`src/shared/iobc_cfg.svh`:
```
// Purpose: Constants for the I/O bus cycle controller.
// Assumes: One system clock; all rates derived from it.
// Notes: Timing counts are derived from the rates below.
`ifndef IOBC_CFG_SVH
`define IOBC_CFG_SVH

// ****************************************************************
// Rates and dividers
// ****************************************************************
`define IOBC_SYS_HZ 100000000
`define IOBC_FAST_HZ 16000000
`define IOBC_SLOW_HZ 8000000
// Rounded down so the fast rate never runs slower than specified
`define IOBC_FAST_DIV (`IOBC_SYS_HZ / `IOBC_FAST_HZ)

// ****************************************************************
// Processor address decode
// ****************************************************************
`define IOBC_ADDR_W 24
`define IOBC_KIND_HI 23
`define IOBC_KIND_LO 22
`define IOBC_SPEED_HI 21
`define IOBC_SPEED_LO 20
`define IOBC_AREA_HI 21
`define IOBC_AREA_LO 19
`define IOBC_PCTYPE_HI 18
`define IOBC_PCTYPE_LO 17
`define IOBC_PC_AREAS 5
`define IOBC_LARGE_AREA 3'h4

// ****************************************************************
// Strobe lengths in ticks of the cycle's own rate
// ****************************************************************
`define IOBC_SIMPLE_LEN0 4'h1
`define IOBC_SIMPLE_LEN1 4'h2
`define IOBC_SIMPLE_LEN2 4'h3
`define IOBC_SIMPLE_LEN3 4'h4
`define IOBC_PC_LEN0 4'h2
`define IOBC_PC_LEN1 4'h3
`define IOBC_PC_LEN2 4'h4
`define IOBC_PC_LEN3 4'h6

`endif

```
`src/shared/iobc_pkg.sv`:
```
// Purpose: Types for the I/O bus cycle controller.
// Assumes: Included after iobc_cfg.svh constants are defined.
// Notes: States are Gray coded along the usual path from IDLE up to DONE.
package iobc_pkg;

  typedef enum logic [1:0]
  {
    IOBC_KIND_SIMPLE = 2'h0,
    IOBC_KIND_MODULE = 2'h1,
    IOBC_KIND_PC = 2'h2,
    IOBC_KIND_NONE = 2'h3
  } iobc_kind_t;

  typedef enum logic [2:0]
  {
    IOBC_ST_IDLE = 3'h0,
    IOBC_ST_SETUP = 3'h1,
    IOBC_ST_STROBE = 3'h3,
    IOBC_ST_HOLD = 3'h2,
    IOBC_ST_DONE = 3'h6,
    IOBC_ST_MWAIT = 3'h5,
    IOBC_ST_MREL = 3'h7
  } iobc_state_t;

endpackage : iobc_pkg

```
`src/verilog/iobc_controller.sv`:
```
// Purpose: Turns processor accesses into simple, module or PC-bus style I/O cycles.
// Assumes: Processor request port synchronous to clk_sys_in; pins sampled on it.
// Notes: The 8MHz and 16MHz bases are enable pulses divided from clk_sys_in.
`timescale 1ns/1ps
`default_nettype none
`include "iobc_cfg.svh"

// Functional notes
// - The I/O bus is 16 bits wide and some accesses may reach 32 bits via external transceivers.
// - Three cycle kinds exist: simple at 8MHz, module of variable length at 8MHz, PC style at 16MHz.
// - Simple cycles are 16-bit only with four speeds chosen by the address.
// - Simple and module writes drive the upper data half, reads return on the lower half.
// - A simple cycle asserts its chip select with the matching read or write strobe on 8MHz timing.
// - Module cycles are 16-bit and their length is set by an active-low request and grant handshake.
// - A module cycle asserts chip select and the direction signal but keeps both strobes inactive.
// - PC style cycles pass the lower half directly and control external latches for the upper half.
// - Five PC style address areas each drive their own chip select with the same access style.
// - PC style cycles use one of four fixed 16MHz types, the largest area allowing only two.
// - External logic can stretch a PC style cycle by dropping ready, and the cycle waits for it.
// - A PC style access asserts the area's chip select plus the strobe matching the direction.
// - Two special inputs let external logic multiplex a full 32-bit read over the 16-bit bus.
// - On a read using the latching input, upper data comes from the I/O bus, not the latches.
module iobc_controller
#(
  parameter int FAST_DIV = `IOBC_FAST_DIV
)
(
  input wire logic clk_sys_in,
  input wire logic rst_n_in,
  input wire logic req_valid_in,
  input wire logic req_write_in,
  input wire logic [`IOBC_ADDR_W-1:0] req_addr_in,
  input wire logic [31:0] req_wdata_in,
  output logic req_ready_out,
  output logic req_done_out,
  output logic [31:0] req_rdata_out,
  output logic [15:0] io_addr_out,
  output logic [15:0] io_data_out,
  output logic io_data_oe_out,
  input wire logic [15:0] io_data_in,
  output logic io_read_strobe_n_out,
  output logic io_write_strobe_n_out,
  output logic io_read_not_write_out,
  output logic simple_cs_n_out,
  output logic module_cs_n_out,
  output logic [`IOBC_PC_AREAS-1:0] pc_cs_n_out,
  output logic module_request_n_out,
  input wire logic module_grant_n_in,
  input wire logic ready_in,
  output logic slow_io_clock_out,
  output logic ext_latch_out,
  output logic ext_dir_read_out,
  input wire logic [15:0] ext_hi_data_in,
  input wire logic mux32_select_in,
  input wire logic mux32_latch_in
);
  import iobc_pkg::*;

  // ****************************************************************
  // Timing bases
  // ****************************************************************
  function automatic logic [3:0] strobe_len(input iobc_kind_t kind, input logic [1:0] sel);
    logic [3:0] len;
    len = `IOBC_SIMPLE_LEN0;
    if (kind == IOBC_KIND_PC)
    begin
      unique case (sel)
        2'h0: len = `IOBC_PC_LEN0;
        2'h1: len = `IOBC_PC_LEN1;
        2'h2: len = `IOBC_PC_LEN2;
        2'h3: len = `IOBC_PC_LEN3;
      endcase
    end
    else
    begin
      unique case (sel)
        2'h0: len = `IOBC_SIMPLE_LEN0;
        2'h1: len = `IOBC_SIMPLE_LEN1;
        2'h2: len = `IOBC_SIMPLE_LEN2;
        2'h3: len = `IOBC_SIMPLE_LEN3;
      endcase
    end
    return len;
  endfunction : strobe_len

  logic [7:0] div_cnt;
  logic tick16;
  logic tick8;
  logic slow_phase;

  always_ff @(posedge clk_sys_in)
  begin
    if (!rst_n_in)
    begin
      div_cnt <= 8'h00;
      tick16 <= 1'b0;
      tick8 <= 1'b0;
      slow_phase <= 1'b0;
    end
    else if (div_cnt == 8'(FAST_DIV - 1))
    begin
      div_cnt <= 8'h00;
      tick16 <= 1'b1;
      tick8 <= slow_phase;
      slow_phase <= ~slow_phase;
    end
    else
    begin
      div_cnt <= div_cnt + 8'h01;
      tick16 <= 1'b0;
      tick8 <= 1'b0;
    end
  end

  // Square 8MHz clock on the pin; phases match tick8
  always_ff @(posedge clk_sys_in)
  begin
    if (!rst_n_in)
      slow_io_clock_out <= 1'b0;
    else
      slow_io_clock_out <= slow_phase;
  end

  // ****************************************************************
  // Request decode and cycle sequencing
  // ****************************************************************
  iobc_state_t state;
  iobc_state_t next_state;
  iobc_kind_t kind;
  logic [3:0] len_cnt;
  logic wr;
  logic [2:0] area;
  logic [31:0] wdata;
  logic [15:0] lo_data;
  logic [15:0] hi_data;
  logic hi_from_bus;
  logic tk;

  iobc_kind_t req_kind;
  logic [2:0] req_area;
  logic [1:0] req_type;

  always_comb
  begin
    req_kind = iobc_kind_t'(req_addr_in[`IOBC_KIND_HI:`IOBC_KIND_LO]);
    req_area = req_addr_in[`IOBC_AREA_HI:`IOBC_AREA_LO];
    req_type = req_addr_in[`IOBC_PCTYPE_HI:`IOBC_PCTYPE_LO];
    // Largest area is limited to the two shortest types
    if (req_area == `IOBC_LARGE_AREA)
      req_type[1] = 1'b0;
  end

  // Module and simple cycles step on 8MHz, PC cycles on 16MHz
  assign tk = (kind == IOBC_KIND_PC) ? tick16 : tick8;

  always_comb
  begin
    next_state = state;
    unique case (state)
      IOBC_ST_IDLE:
        if (req_valid_in && req_ready_out && req_kind != IOBC_KIND_NONE
            && !(req_kind == IOBC_KIND_PC
                 && req_area >= 3'(`IOBC_PC_AREAS)))
          next_state = IOBC_ST_SETUP;
      IOBC_ST_SETUP:
        if (tk)
          next_state = (kind == IOBC_KIND_MODULE) ? IOBC_ST_MWAIT : IOBC_ST_STROBE;
      IOBC_ST_STROBE:
        // Ready low at the last tick keeps the strobe asserted
        if (tk && len_cnt <= 4'h1 && (kind != IOBC_KIND_PC || ready_in))
          next_state = IOBC_ST_HOLD;
      IOBC_ST_MWAIT:
        if (tk && !module_grant_n_in)
          next_state = IOBC_ST_MREL;
      IOBC_ST_MREL:
        if (tk && module_grant_n_in)
          next_state = IOBC_ST_HOLD;
      IOBC_ST_HOLD:
        if (tk)
          next_state = IOBC_ST_DONE;
      IOBC_ST_DONE:
        next_state = IOBC_ST_IDLE;
      default:
        next_state = IOBC_ST_IDLE;
    endcase
  end

  always_ff @(posedge clk_sys_in)
  begin
    if (!rst_n_in)
      state <= IOBC_ST_IDLE;
    else
      state <= next_state;
  end

  // Captured request
  always_ff @(posedge clk_sys_in)
  begin
    if (!rst_n_in)
    begin
      kind <= IOBC_KIND_NONE;
      wr <= 1'b0;
      area <= 3'h0;
      wdata <= 32'h0000_0000;
      io_addr_out <= 16'h0000;
      len_cnt <= 4'h0;
    end
    else if (state == IOBC_ST_IDLE && next_state == IOBC_ST_SETUP)
    begin
      kind <= req_kind;
      wr <= req_write_in;
      area <= req_area;
      wdata <= req_wdata_in;
      io_addr_out <= req_addr_in[15:0];
      // Speed of a simple cycle comes from the address
      len_cnt <= strobe_len(req_kind, (req_kind == IOBC_KIND_PC) ? req_type
                            : req_addr_in[`IOBC_SPEED_HI:`IOBC_SPEED_LO]);
    end
    else if (state == IOBC_ST_STROBE && tk && len_cnt > 4'h1)
      len_cnt <= len_cnt - 4'h1;
  end

  // ****************************************************************
  // Pin control
  // ****************************************************************
  logic next_active;
  logic next_strobe;
  // Selects wait until kind and area are captured, so no stale select can glitch
  assign next_active = state != IOBC_ST_IDLE && next_state != IOBC_ST_IDLE
                       && next_state != IOBC_ST_DONE && next_state != IOBC_ST_HOLD;
  assign next_strobe = next_state == IOBC_ST_STROBE && kind != IOBC_KIND_MODULE;

  always_ff @(posedge clk_sys_in)
  begin
    if (!rst_n_in)
    begin
      simple_cs_n_out <= 1'b1;
      module_cs_n_out <= 1'b1;
      pc_cs_n_out <= '1;
      io_read_strobe_n_out <= 1'b1;
      io_write_strobe_n_out <= 1'b1;
      module_request_n_out <= 1'b1;
      io_read_not_write_out <= 1'b1;
    end
    else
    begin
      simple_cs_n_out <= !(next_active && kind == IOBC_KIND_SIMPLE);
      module_cs_n_out <= !(next_active && kind == IOBC_KIND_MODULE);
      for (int i = 0; i < `IOBC_PC_AREAS; i++)
        pc_cs_n_out[i] <= !(next_active && kind == IOBC_KIND_PC && area == 3'(i));
      // Module cycles never use the strobes
      io_read_strobe_n_out <= !(next_strobe && !wr);
      io_write_strobe_n_out <= !(next_strobe && wr);
      module_request_n_out <= !(next_state == IOBC_ST_MWAIT);
      io_read_not_write_out <= (state == IOBC_ST_IDLE || next_state == IOBC_ST_IDLE) ? 1'b1
                               : !wr;
    end
  end

  // ****************************************************************
  // Data paths
  // ****************************************************************
  always_ff @(posedge clk_sys_in)
  begin
    if (!rst_n_in)
    begin
      io_data_out <= 16'h0000;
      io_data_oe_out <= 1'b0;
      ext_latch_out <= 1'b0;
      ext_dir_read_out <= 1'b0;
    end
    else
    begin
      // Simple and module writes carry the upper half; PC writes the lower
      io_data_out <= (kind == IOBC_KIND_PC) ? wdata[15:0] : wdata[31:16];
      // Data held through the hold phase for write hold margin
      io_data_oe_out <= wr && state != IOBC_ST_IDLE && next_state != IOBC_ST_IDLE
                        && next_state != IOBC_ST_DONE;
      // Extension latches carry the upper half unless it is multiplexed in
      ext_latch_out <= kind == IOBC_KIND_PC && !mux32_select_in
                       && (next_active || next_state == IOBC_ST_HOLD);
      ext_dir_read_out <= !wr;
    end
  end

  always_ff @(posedge clk_sys_in)
  begin
    if (!rst_n_in)
    begin
      lo_data <= 16'h0000;
      hi_data <= 16'h0000;
      hi_from_bus <= 1'b0;
    end
    else if (state == IOBC_ST_IDLE)
      hi_from_bus <= 1'b0;
    else
    begin
      // Latching input marks the bus holding the upper half of a read
      if (kind == IOBC_KIND_PC && !wr && mux32_select_in && mux32_latch_in)
      begin
        hi_data <= io_data_in;
        hi_from_bus <= 1'b1;
      end
      if (state != next_state && (state == IOBC_ST_STROBE || state == IOBC_ST_MWAIT))
      begin
        lo_data <= io_data_in;
        if (!hi_from_bus)
          hi_data <= ext_hi_data_in;
      end
    end
  end

  // ****************************************************************
  // Processor answer
  // ****************************************************************
  always_ff @(posedge clk_sys_in)
  begin
    if (!rst_n_in)
    begin
      req_ready_out <= 1'b0;
      req_done_out <= 1'b0;
      req_rdata_out <= 32'h0000_0000;
    end
    else
    begin
      req_ready_out <= next_state == IOBC_ST_IDLE && state != IOBC_ST_IDLE
                       || state == IOBC_ST_IDLE && next_state == IOBC_ST_IDLE;
      req_done_out <= state == IOBC_ST_DONE;
      if (state == IOBC_ST_DONE && !wr)
        req_rdata_out <= (kind == IOBC_KIND_PC) ? {hi_data, lo_data}
                         : {16'h0000, lo_data};
    end
  end

endmodule : iobc_controller
`default_nettype wire

```
`config.mk`:
```
export PLATFORM = sky130hd
export DESIGN_NAME = iobc_controller
export DESIGN_NICKNAME = d
export VERILOG_FILES = /design/src/shared/iobc_pkg.sv /design/src/verilog/iobc_controller.sv
export VERILOG_INCLUDE_DIRS = /design/src /design/src/shared
export SDC_FILE = /design/constraint.sdc
export NUM_CORES = 1
export LEC_CHECK = 0
export ABC_CLOCK_PERIOD_IN_PS = 1650
export BUFFER_PORTS_ARGS = -buffer_cell sky130_fd_sc_hd__buf_2
export CAP_MARGIN = 10
export CORE_MARGIN = 2
export CORE_UTILIZATION = 47
export DETAILED_ROUTE_END_ITERATION = 10
export GPL_ROUTABILITY_DRIVEN = 1
export PLACE_DENSITY = 0.75
export SLEW_MARGIN = 20
export SYNTH_ARGS = -nofsm -noshare
export SYNTH_HDL_FRONTEND = slang
export SYNTH_SLANG_ARGS = --single-unit
```
`constraint.sdc`:
```
create_clock -name clk_sys_in -period 1.65 [get_ports clk_sys_in]
set_input_delay 0.165 -clock clk_sys_in [delete_from_list [all_inputs] [get_ports clk_sys_in]]
set_output_delay 0.165 -clock clk_sys_in [all_outputs]
set_load 0.05 [all_outputs]
```
# Word-level counts from Yosys, hierarchy flattened
# Cells that the tools add are included.
# classes
n_addsub	2
order_cmp	3
eq_ne	28
muxes	22
bitwise_logic	3
n_reduce_logical	69
# ops
cell	count
two-way mux 16 bit	4
logical AND 1 bit	37
two-way mux 32 bit	1
case mux 4 bit (4 select lines)	2
two-way mux 3 bit	7
equality test 3 x 2 -> 1 bit (second input constant)	6
equality test 3 bit (second input constant)	6
case mux 3 bit (6 select lines)	1
logical NOT 1 bit	14
two-way mux 4 bit	3
equality test 3 x 1 -> 1 bit (second input constant)	3
logical NOT 3 bit	3
adder 8 x 1 -> 8 bit (second input constant)	1
equality test 2 bit (second input constant)	4
equality test 8 x 3 -> 1 bit (second input constant)	1
nonzero test 3 bit	2
OR reduction 2 bit	3
logical OR 1 bit	5
equality test 2 x 1 -> 1 bit (second input constant)	2
> comparator 4 x 1 -> 1 bit (second input constant)	1
<= comparator 4 x 1 -> 1 bit (second input constant)	1
logical NOT 2 bit	2
inequality test 2 bit (second input constant)	2
AND reduction 2 bit	2
10 further kinds	14
# totals
ff_bits	170
in_bits	96

# Depth between registers and ports, before layout
# logic_depth
word_depth	13
ltp_mapped	10
mapped_depth_nobuf	10

# Least setup slack after synthesis
# Ideal clock, no wire load.
# synth_timing
path_type	register -> register
start	register kind[1]
end	register lo_data[10]
setup_time_ns	0.128
arrival_ns	1.647
path_slack_ns	-0.125
stages_incl_launch_ff	9
synth_period_minus_slack_ns	1.775
cell_sequence	dfxtp_1 > nor2b_1 > buf_6 > mux2_4 > buf_6 > nand3_4 > buf_6 > mux2i_1 > nor2_1
# synth_between
elab_chain_len	9
elab_cells_between_ends	19
cone_classes	4 x eq/ne; 8 x mux; 7 x reduce/logical
# synth_rtl
item	line_no	text
start: declaration	iobc_controller.sv:129	iobc_kind_t kind;
start signal: assignment	iobc_controller.sv:210	kind <= req_kind;
equality test 2 bit	iobc_controller.sv:154	assign tk = (kind == IOBC_KIND_PC) ? tick16 : tick8;
two-way mux 1 bit	iobc_controller.sv:154	
logical AND 1 bit (2 in a row)	iobc_controller.sv:170	if (tk && len_cnt <= 4'h1 && (kind != IOBC_KIND_PC || ready_in))
two-way mux 3 bit	iobc_controller.sv:170	
case mux 3 bit (6 select lines) (*)	iobc_controller.sv:159	unique case (state)
inequality test 3 bit (*)	iobc_controller.sv:304	if (state != next_state && (state == IOBC_ST_STROBE || state == IOBC_ST_MWAIT))
logical AND 1 bit (*)	iobc_controller.sv:304	
AND reduction 2 bit (no line) (*)	--	
end signal: assignment	iobc_controller.sv:306	lo_data <= io_data_in;
end: declaration	iobc_controller.sv:134	logic [15:0] lo_data;
# Mark *: on every way between the ends. The rest lies on a longest branch, timed or not.
# A chain may end at the register's enable or synchronous reset.

# Final worst setup path
# layout_timing
start	register len_cnt[2]
end	register hi_data[2]
# layout_between
elab_chain_len	8
# layout_rtl
item	line_no	text
start: declaration	iobc_controller.sv:130	logic [3:0] len_cnt;
start signal: assignment	iobc_controller.sv:216	len_cnt <= strobe_len(req_kind, (req_kind == IOBC_KIND_PC) ? req_type
start signal: assignment	iobc_controller.sv:220	len_cnt <= len_cnt - 4'h1;
<= comparator 4 x 1 -> 1 bit	iobc_controller.sv:170	
logical AND 1 bit (2 in a row)	iobc_controller.sv:170	
two-way mux 3 bit	iobc_controller.sv:170	
case mux 3 bit (6 select lines)	iobc_controller.sv:159	
inequality test 3 bit	iobc_controller.sv:304	
logical AND 1 bit	iobc_controller.sv:304	
two-way mux 16 bit	iobc_controller.sv:304	
end signal: assignment	iobc_controller.sv:301	hi_data <= io_data_in;
end signal: assignment	iobc_controller.sv:308	hi_data <= ext_hi_data_in;
end: declaration	iobc_controller.sv:135	logic [15:0] hi_data;
# No other way between the ends.

==> results.toml <==
[sta]
hold_viol_final = 0
fin_skew_ns = 0.00997
slew_viol_final = 0
rsz0062_at_grt = "yes"
timing.final.ws_setup_ns = -0.133
period_share_pct = 108
fmax_ghz = 0.561
fin_crit_ns = 1.78
max_slew.worst_pin.slew_ns = 0.751
setup_viol = 43
slew-limit-headroom_pct = 50.0

[worst_setup_path]
crit_chain = "or2_4 -> o41ai_4 -> buf_4 -> nand4b_4 -> or2_0 -> a32o_1"
crit_family = "simple AND/OR/NAND/NOR gates"
cp-start-kind = "flip-flop"
slowest_stage = "o41ai_4"
worstPathMaxFanout = 3
critPathLaunch = "len_cnt[2]"
crit_type = "reg -> reg"
r2r_end = "hi_data[2]"
worstSetupPathDepth = 6
critical_path_buf_inv_count = 1
ff2ff_setup_slack_ns = -0.13
worstReg2RegStart = "len_cnt[2]"
cp-endpoint = "hi_data[2]"
cpPeakStageDelay_ns = 0.35
critPathCaptureType = "flip-flop"
required_ns = 1.97
worstPathArrival_ns = 2.11
worstRegToRegCells = 6

[pwr]
power.density_nw_per_um2 = 962
irDropWorstVdd_v = 0.000646
power_mw = 8.96
p_leak_nw = 3.91

[detailed_routing]
first_pass_iters = 5
ant_nets = 0
wirelength_microns = 17300
via_count = 6207
drc = 0
detail_route.vias_per_cell = 5.02
drtIter0Drc = 351
routedWlPerCell_microns = 14.0

[clock_tree]
cts_max_level = 4
tritoncts = "built"
cts_buffers = 17
clock-sinks = 170
clk_path_buf_depth = 2
clk_pin_slew_worst_paths_ns = 0.07
clock_latency_ns = 0.43
cts_root_buf = "clkbuf_16"

[cells_and_area]
nFillCells = 1100
final_core_util_pct = 67.4
areaGrowthSynthToFinish_pct = 41.1
nets = 1147
drive_above_1_share_pct = 27.4
diodes = 0

[global_route]
grt_max_degree = 74
grt_first_pass_wirelength_microns = 27600
grt_use_total_pct = 23.5
overflow = 0
antenna_found_initial = 1
grt_pass1_vias = 5841

[synth]
syn_nets = 889
synth_most_common_cell = "nand2_1"
synth.avg_cell_area_sq_um = 8.42
syn_area_sq_um = 6610
synthTopCellsByCount = "nand2_1, dfxtp_1, a21oi_1"
synth_cell_types = 52
synthTopCellsByArea = "dfxtp_1, nand2_1, a21oi_1"
yosysWarnings = 0
yosysTopAreaCell = "dfxtp_1"
synth-async-reset-ratio_pct = 0
synth_cells = 785
seq_area_frac_synth_pct = 51.5
synth-main-ff-cell = "dfxtp_1"
yosysTopAreaCellShare_pct = 51.5
synth_edf_count = 0
synth_seq_cells = 170

[placed_design]
hpwl_microns = 10900
place_congestion = 0.863
port_buffers = 175

[min_path]
hp-class = "in -> reg"

[floorplan]
design.core.area_sq_um = 13800
io_pins = 177
chipWidth_microns = 123
fp.dieArea_sq_um = 15000
num_rows = 43
initial_core_util_pct = 47.8
fp.dieH_microns = 123

[outcome]
violations = "setup timing"
status = "complete, but fails checks"

[flow_run]
drv_cap = 0
## worst reg2reg max path: stages (launching register included)
cell      delay, ns
dfxtp_2        0.32
or2_4          0.26
o41ai_4        0.35
buf_4          0.18
nand4b_4       0.11
or2_0          0.23
a32o_1         0.24
## registers in the layout, indices dropped and copies added (netlist names), 2 cells and up
register	flops
io_addr_out	16
area	3
state	3
pc_cs_n_out	5
lo_data	16
io_data_out	16
hi_data	16
len_cnt	4
req_rdata_out	32
wdata	32
div_cnt	8
kind	2
## repair_timing
action	CTS	global route
setup endpoints to repair	43	130
resized for setup	15	10
pin swaps	7	5
endpoints found under the hold margin	64	0
hold buffers	64	0
gates cloned	1	0
setup buffers	6	0
## metrics by stage
stage	cell area, sq um	hold WS (ns)	worst slack [ns]	std cells	setup TNS, ns
5_1_grt	9320	0.00575	-0.209	1236	-12.86
4_1_cts	9310	0.000770	-0.114	1237	-2.37
3_3_place_gp	7950	0.406	-0.0815	1135	-1.82
2_1_floorplan	6650	0.289	-0.106	785	-0.936
3_5_place_dp	7950	0.413	-0.159	1135	-3.76
6_report	9320	0.00855	-0.133	1236	-2.87
## power by group
| group | leakage, nW | internal [mW] | switching, mW |
|---|---|---|---|
| clock network | 0.273 | 2.17 | 1.67 |
| registers | 1.38 | 4.19 | 0.0474 |
| logic | 2.26 | 0.392 | 0.495 |
## cell usage in the layout (no fill, tap or decap), types with 7 or more instances in the layout
cell / n
o21ai_0: 12
dfxtp_1: 165
buf_4: 39
a21oi_1: 102
nor2_1: 35
o21ai_1: 21
dlygate4sd3_1: 64
buf_2: 175
mux2i_1: 34
nand3_1: 26
clkbuf_16: 17
buf_12: 7
nand2_1: 221
and2_1: 17
inv_1: 7
## final cells by class
| cell class | count | area [sq um] | area share [%] |
|---|---|---|---|
| inverters | 10 | 40.0 | 0.430 |
| repair buffers | 290 | 2020 | 21.7 |
| clock buffers | 20 | 457 | 4.90 |
| well taps | 180 | 225 | 2.42 |
| clock inverters | 12 | 115 | 1.24 |
| multi-input cells | 554 | 3050 | 32.7 |
| flip-flops and latches | 170 | 3410 | 36.6 |
## per-layer routing
metal  wire [microns]  global-route usage [%]
met5               13                       0
met4              328                    9.41
met3             1160                    6.09
met2             8520                    40.4
met1             7290                    27.9
## logic make-up after synthesis
logic type	count (synthesis)	synth area share, %
AO/OA/AOI/OAI	153	13.0
XOR/XNOR	10	1.33
adder cells (fa/ha/maj)	8	1.52
buffers and inverters	61	4.09
flip-flops	170	51.5
multiplexers	35	5.38
AND/OR/NAND/NOR	348	23.1
## worst min path at each step
stage / slack (ns) / to / depth (start not counted) / startpoint
2_1_floorplan: 0.29 / kind[1] / 2 / req_addr_in[23]
3_3_place_gp: 0.41 / io_addr_out[6] / 3 / req_addr_in[6]
3_5_place_dp: 0.41 / wdata[30] / 3 / req_wdata_in[30]
4_1_cts: 0.0008 / wdata[13] / 3 / req_wdata_in[13]
5_1_grt: 0.006 / wdata[13] / 3 / req_wdata_in[13]
6_report: 0.009 / hi_data[0] / 3 / ext_hi_data_in[0]
Note: power is estimated with default switching activity, not from simulation.
